### src/core/mpr_pkg.sv
// Constants shared by the memory partition register block
package mpr_pkg;
  localparam int unsigned ADR_W = 8;
  localparam int unsigned DAT_W = 32;
  localparam int unsigned SEL_W = 4;
  localparam int unsigned LANE_W = 8;
  // Byte offsets of the two registers
  localparam logic [7:0] OFS_DATA_RAM_SIZE = 8'h00;
  localparam logic [7:0] OFS_USER_FLASH_BASE = 8'h04;
  // Word index lives above the byte lane bits
  localparam int unsigned WORD_LSB = 2;
  // Legal data RAM size readings, in bytes
  localparam logic [31:0] DRAM_SIZE_16K = 32'h0000_4000;
  localparam logic [31:0] DRAM_SIZE_32K = 32'h0000_8000;
  localparam logic [31:0] DRAM_SIZE_64K = 32'h0001_0000;
  // Writable window of the user flash base register
  localparam int unsigned UFB_LSB = 11;
  localparam int unsigned UFB_MSB = 19;
  localparam logic [31:0] UFB_RESET = 32'h0000_0000;
  localparam logic [31:0] UFB_MASK = 32'h000F_F800;
  localparam logic [31:0] READ_ZERO = 32'h0000_0000;
endpackage

### src/core/mpr_field_if.sv
// Carrier between the bus decoder and the writable field register
`timescale 1ns/10ps
interface mpr_field_if;
  logic wr_en;
  logic [31:0] wdata;
  logic [3:0] sel;
  logic [31:0] value;
  modport ctrl (output wr_en, output wdata, output sel, input value);
  modport field (input wr_en, input wdata, input sel, output value);
endinterface

### src/core/mpr_regs.sv
// Memory partition registers behind a classic Wishbone slave
// How it works
// Fixed read-only word gives data RAM bytes
// Software writes user flash base bits 19..11
// Bits 10..0 read zero, writes ignored
// Bits 31..20 always read zero
// Reset clears the user flash base
// Software keeps base within program flash size
// Writes to the RAM size word do nothing
`timescale 1ns/10ps
module mpr_regs #(
  parameter logic [31:0] DATA_RAM_BYTES = mpr_pkg::DRAM_SIZE_16K
)(
  input wire logic clk,
  input wire logic nrst,
  input wire logic wb_cyc_i,
  input wire logic wb_stb_i,
  input wire logic wb_we_i,
  input wire logic [7:0] wb_adr_i,
  input wire logic [3:0] wb_sel_i,
  input wire logic [31:0] wb_dat_i,
  output logic [31:0] wb_dat_o,
  output logic wb_ack_o,
  output logic [31:0] user_flash_base_o
);
  logic ack_ff;
  logic nxt_ack;
  logic [31:0] dat_ff;
  logic [31:0] nxt_dat;
  mpr_field_if fld ();

  // Address decode on the word index only; byte bits are don't care
  wire req = wb_cyc_i && wb_stb_i;
  wire [5:0] word = wb_adr_i[7:mpr_pkg::WORD_LSB];
  wire hit_ram =
    (word == mpr_pkg::OFS_DATA_RAM_SIZE[7:mpr_pkg::WORD_LSB]);
  wire hit_ufb =
    (word == mpr_pkg::OFS_USER_FLASH_BASE[7:mpr_pkg::WORD_LSB]);
  wire take = req && !ack_ff;

  // Read selection; the RAM size word is a constant, so no store exists
  wire [31:0] rd_data = hit_ram ? DATA_RAM_BYTES :
    hit_ufb ? (fld.value & mpr_pkg::UFB_MASK) :
    mpr_pkg::READ_ZERO;

  // Writes commit on the edge where the master samples ack
  assign fld.wr_en = req && wb_we_i && ack_ff && hit_ufb;
  assign fld.wdata = wb_dat_i;
  assign fld.sel = wb_sel_i;

  // Answer one cycle after the request; ack drops the cycle after
  assign nxt_ack = take;
  assign nxt_dat = take ? rd_data : dat_ff;

  // Bus answer registers
  always_ff @(posedge clk or negedge nrst)
  begin
    if (!nrst)
    begin
      ack_ff <= 1'b0;
      dat_ff <= mpr_pkg::READ_ZERO;
    end
    else
    begin
      ack_ff <= nxt_ack;
      dat_ff <= nxt_dat;
    end
  end

  // Writable field; no bound check, software keeps it legal
  mpr_field_reg #(
    .LSB(mpr_pkg::UFB_LSB),
    .MSB(mpr_pkg::UFB_MSB),
    .RESET(mpr_pkg::UFB_RESET)
  ) u_ufb (
    .clk(clk),
    .nrst(nrst),
    .fld(fld.field)
  );

  assign wb_ack_o = ack_ff;
  assign wb_dat_o = dat_ff;
  assign user_flash_base_o = fld.value;

  // Size parameter must be one of the three legal readings
  ram_size_legal_a: assert property (
    @(posedge clk) disable iff (!nrst)
    DATA_RAM_BYTES == mpr_pkg::DRAM_SIZE_16K ||
    DATA_RAM_BYTES == mpr_pkg::DRAM_SIZE_32K ||
    DATA_RAM_BYTES == mpr_pkg::DRAM_SIZE_64K)
    else $error("data RAM size reading is not legal");

  // Reading the RAM size word returns the fixed value, writes or not
  ram_size_read_a: assert property (
    @(posedge clk) disable iff (!nrst)
    req && !ack_ff && !wb_we_i && hit_ram |=>
    wb_ack_o && wb_dat_o == DATA_RAM_BYTES)
    else $error("RAM size word read back wrong");

  // A full-lane write lands in bits 19..11 after the ack edge
  ufb_write_a: assert property (
    @(posedge clk) disable iff (!nrst)
    fld.wr_en && wb_sel_i[1] && wb_sel_i[2] |=>
    user_flash_base_o[19:11] == $past(wb_dat_i[19:11]))
    else $error("user flash base write lost");

  // Base stays on 2 KB steps on the output port
  ufb_low_zero_a: assert property (
    @(posedge clk) disable iff (!nrst)
    user_flash_base_o[10:0] == 11'h000)
    else $error("user flash base low bits not zero");

  // Reads of the base word also show zero low bits
  ufb_read_low_a: assert property (
    @(posedge clk) disable iff (!nrst)
    wb_ack_o && $past(hit_ufb) && !$past(wb_we_i) |->
    wb_dat_o[10:0] == 11'h000)
    else $error("user flash base read low bits not zero");

  // Unimplemented top bits never show up
  ufb_high_zero_a: assert property (
    @(posedge clk) disable iff (!nrst)
    user_flash_base_o[31:20] == 12'h000)
    else $error("user flash base top bits not zero");

  // First cycle out of reset shows a cleared base
  ufb_reset_a: assert property (
    @(posedge clk) disable iff (!nrst)
    !$past(nrst) |-> user_flash_base_o == mpr_pkg::UFB_RESET)
    else $error("user flash base not cleared by reset");

  // Base only moves on a decoded write
  ufb_hold_a: assert property (
    @(posedge clk) disable iff (!nrst)
    !fld.wr_en |=> $stable(user_flash_base_o))
    else $error("user flash base changed without a write");

  // One-cycle answer, then ack falls
  bus_ack_a: assert property (
    @(posedge clk) disable iff (!nrst)
    take |=> wb_ack_o ##1 !wb_ack_o)
    else $error("bus answer timing wrong");
endmodule

### src/core/mpr_field_reg.sv
// Register whose bits LSB..MSB are writable by byte lane, others read zero
`timescale 1ns/10ps
module mpr_field_reg #(
  parameter int unsigned LSB = mpr_pkg::UFB_LSB,
  parameter int unsigned MSB = mpr_pkg::UFB_MSB,
  parameter logic [31:0] RESET = mpr_pkg::UFB_RESET
)(
  input wire logic clk,
  input wire logic nrst,
  mpr_field_if.field fld
);
  logic [31:0] value_ff;
  logic [31:0] nxt_value;
  wire [31:0] wmask;

  // Per-bit write enable: inside the field and its own byte lane
  genvar i;
  generate
    for (i = 0; i < 32; i++)
    begin : g_bit
      if (i >= LSB && i <= MSB)
      begin : g_rw
        assign wmask[i] = fld.wr_en && fld.sel[i / mpr_pkg::LANE_W];
      end
      else
      begin : g_ro
        // Never enabled, so writes cannot disturb it
        assign wmask[i] = 1'b0;
      end
    end
  endgenerate

  // Merge new lanes over old; one store avoids split drivers per bit
  assign nxt_value = (value_ff & ~wmask) | (fld.wdata & wmask);

  // Field store
  always_ff @(posedge clk or negedge nrst)
  begin
    if (!nrst)
      value_ff <= RESET;
    else
      value_ff <= nxt_value;
  end

  assign fld.value = value_ff;
endmodule

### config.mk
export PLATFORM = sky130hd
export DESIGN_NAME = mpr_regs
export DESIGN_NICKNAME = d
export VERILOG_FILES = /design/src/core/mpr_pkg.sv /design/src/core/mpr_field_if.sv /design/src/core/mpr_regs.sv /design/src/core/mpr_field_reg.sv
export SDC_FILE = /design/constraint.sdc
export NUM_CORES = 1
export LEC_CHECK = 0
export ABC_AREA = 1
export BUFFER_PORTS_ARGS = -buffer_cell sky130_fd_sc_hd__buf_2
export CAP_MARGIN = 40
export CORE_ASPECT_RATIO = 0.9
export CORE_MARGIN = 8
export CORE_UTILIZATION = 39
export DETAILED_ROUTE_END_ITERATION = 16
export PLACE_DENSITY = 0.85
export SLEW_MARGIN = 25
export SYNTH_ARGS = -nofsm -noshare
export SYNTH_HDL_FRONTEND = slang
export SYNTH_SLANG_ARGS = --single-unit
### constraint.sdc
create_clock -name clk -period 3.2 [get_ports clk]
set_clock_uncertainty 0.1 [all_clocks]
set_input_delay 0.64 -clock clk [delete_from_list [all_inputs] [get_ports clk]]
set_output_delay 0.64 -clock clk [all_outputs]
set_load 0.02 [all_outputs]
-- After elaboration in Yosys (flattened, before gate mapping)
Cells that the tools add are included.
- register bits: 65
- latch bits: 0
- memory bits (writable): 0
- bits in read-only memories: 0
- input bits: 49
- memories kept: 0
- add/sub/neg operators: 0
- multipliers: 0
- div/mod/pow operators: 0
- magnitude comparators: 0
- eq/ne operators: 1
- shift-type cells: 0
- muxes and demuxes: 2
- bitwise operators: 4
- reduce and logical (&&, ||, !) cells: 9
- operator list (kind ; count):
    $mux W20 ; 2
    $and A32 B20 Y32 ; 1
    $and A32 B32 Y32 ; 1
    $not A20 Y32 ; 1
    $or A32 B32 Y32 ; 1
    $logic_and A1 B1 Y1 ; 7
    $eq A6 B1 Y1 const B ; 1
    $logic_not A6 Y1 ; 1
    $logic_not A1 Y1 ; 1

-- Depth between registers and ports, before layout
- word-level depth: 8
- depth in mapped cells: 6
- depth with buffers taken out: 6

-- Cells and area by module
From an unflattened synthesis, not the netlist that was laid out.
- cells, all modules: 140
- area, all modules: 1188.6 µm²
- modules (own cells, without submodules) (module ; instances ; cells an instance ; area an instance (µm²) ; sequential area each (µm²)):
    mpr_regs ; 1 ; 77 ; 645.6 ; 250.2
    mpr_field_reg ; 1 ; 63 ; 543.0 ; 225.2

-- Least setup slack after synthesis
No wires, ideal clock.
- path type: input-to-reg
- from: input wb_cyc_i
- to: register with a tool-made name
- library setup time: 0.117 ns
- data arrival time: 1.237 ns
- setup slack: 1.746 ns
- stages on the path: 6
- path through: nand2_1 -> nor2_1 -> buf_4 -> nand4_1 -> nand2_1 -> nand2_1
- RTL lines (element ; line ; RTL):
    start, declared ; mpr_regs.sv:16 ; input wire logic wb_cyc_i,

==> results.md <==
* Cts repair resizes at 0
* Mapped Cells at 142
* CTS Hold Bufs at 0
* CTS tree: yes
* Final hold violations at 0
* Unique masters post-synth at 17
* Post-synthesis adder-cell area fraction at 0%
* DP Area at 1250 sq um
* Startpoint types: primary input
* Cell with the most instances after synthesis: buf_4
* Post-synthesis sequential area ratio at 39.8%
* Bufs on Longest Clock Path at 2
* Synth Area in Compound Gates at 1.05%
* Largest family of logic cells by synthesized area: buffers and inverters
* Vias per inst at 3.91
* Hold crit path type: primary input to asynchronous set/reset pin
* Crit. End Element: flip-flop
* Final critical-path required period at 1.77 ns
* Power per Cell Area at 351 nW/um^2
* Synthesized flop and latch total at 19
* Synth top cells by count: 47 x buf_4, 40 x nand2_1, 19 x dfrtp_1
* CTS H-tree depth at 1
* Fill cells at 349
* WP data required at 3.29 ns
* RePlAce Congestion at 0.735
* Layout cells sized above 1 at 27.5%
* Area leader, netlist: dfrtp_1
* Row count at 19
* First-pass GRT wire length at 4040 um
* CTS Root Cell: clkbuf_4
* CTS sink count at 19
* Avg Cell Area, Syn at 8.41 sq um
* CTS Buf Count at 3
* Die X-Extent at 74.3 um
* YS warnings at 0
* IO buf count at 40
* Clock Latency Late Sink at 0.29 ns
* Largest net degree at the start of global routing at 20
* Nets@finish at 232
* Asr flop ratio synth at 100%
* Outcome: complete, no violations
* Worst-Margin Slew at 0.730 ns
* TritonRoute pass-1 iters at 4
* Initial antenna violation count at 0
* Max_cap viols at 0
* RSZ-0062 raised after global routing: no
* Pre-CTS setup slack at 1.14 ns
* Setup tns final at 0 ns
* DR DRC count at 0
* Rel. slew slack at 51.1%
* Post-CTS setup buffers at 0
* All-Layer GR Usage at 10.3%
* DRT Wirelength at 2650 um
* Total number of vias at 876
* Slew Limit Fails at 0
* Starting Density at 39.8%
* Register-to-Register Path Depth at 5
* Synthesis-to-layout area growth at 6.71%
* Synth Area in Simple Gates at 26.3%
* WL/cell at 11.8 um
* Top FF cell, synth: dfrtp_1
* HPWL after DPL at 2300 um
* DR iter-0 viols at 17
* Die area at 5090 sq um
* Synthesized area at 1190 sq um
* Synth top area share at 39.8%
* VDD IR max at 0.000139 V
* Largest cells by area after synthesis: dfrtp_1 40%, buf_4 30%, nand2_1 13%
* Fin area at 1270 sq um
* Die height at 68.5 um
* Multiplexer share of the synthesized area at 0%
* Worst-path fanout max at 11
* Arr. time, crit path at 1.86 ns
* Lkg Pwr at 0.827 nW
* Post-synth EDFFs at 0
* Period utilisation layout at 55.4%
* Vias in the first global route at 913
* Design Power at 0.448 mW
* GRT overflow at 0
* Count of final setup violators at 0
* Ant diodes at 0
* Post-Synth XOR/XNOR Area at 0%
* DRT antenna net count at 0
* Clock Pin Slew Worst Setup and Hold Paths at 0.10 ns
* Final WS setup at 1.43 ns
* Core Area at 3000 sq um
* Peak Freq at 565 MHz
* CP Class: primary input to flip-flop
* I/O pin count at 114
* Core Util, Final at 42.5%
## metal layers
metal / track usage [%] / share of wire [%]
met5: 0 / 0
met4: 5.85 / 1.5
met3: 2.05 / 7.4
met2: 17.4 / 49
met1: 12.0 / 42
## final timing paths
kind / startpoint / end / slack (ns)
hold reg to reg: wb_dat_o[19] / wb_dat_o[19] / 0.38
setup reg to reg: wb_ack_o / flip-flop / 1.50
min in group clk: wb_dat_o[19] / wb_dat_o[19] / 0.38
hold / removal: nrst / wb_ack_o / 0.16
max in group asynchronous: nrst / wb_dat_o[19] / 2.55
setup / recovery: wb_cyc_i / flip-flop / 1.43
## metrics by stage
stage,hold slack (ns),instances
floorplan,0.244,187
global placement,0.360,220
CTS,0.170,224
finish,0.159,224
global route,0.177,224
detailed placement,0.365,220
## cells by family (layout without fill, tap and decap cells)
group	after synthesis	after routing
AO/OA/AOI/OAI	2	2
buffers and inverters	54	49
flip-flops	19	19
other	1	46
AND/OR/NAND/NOR	66	66
## power by group
group / internal [mW] / switching [mW]
Clock: 0.0465 / 0.0721
Sequential: 0.242 / 0.00114
Combinational: 0.0135 / 0.0727
## area by class of cell
| type | count | area (sq um) | share of cell area (%) |
|---|---|---|---|
| Clock inverter | 1 | 5.00 | 0.393 |
| Clock buffer | 3 | 22.5 | 1.77 |
| Tap cell | 42 | 52.6 | 4.13 |
| Inverter | 5 | 18.8 | 1.47 |
| Sequential cell | 19 | 475 | 37.3 |
| Multi-Input combinational cell | 114 | 499 | 39.2 |
| Timing Repair Buffer | 40 | 200 | 15.7 |
## layout by cell type, fill, tap and decap left out
cell type,n
o211ai_1,1
nand2_1,40
nor2_8,1
buf_2,40
inv_1,3
nand4_1,11
conb_1,46
dfrtp_1,19
clkbuf_4,3
clkinv_2,1
inv_2,2
nand3_1,8
nor2_2,1
o21ai_1,1
nor2_4,1
nand2_2,1
nor2_1,3
## worst max-delay path, cell delays in order
cell	delay (ns)
buf_2	0.07
nand2_1	0.06
nor2_1	0.52
nand4_1	0.36
nand2_1	0.14
nand2_1	0.06
(Power assumes the default switching activity.)
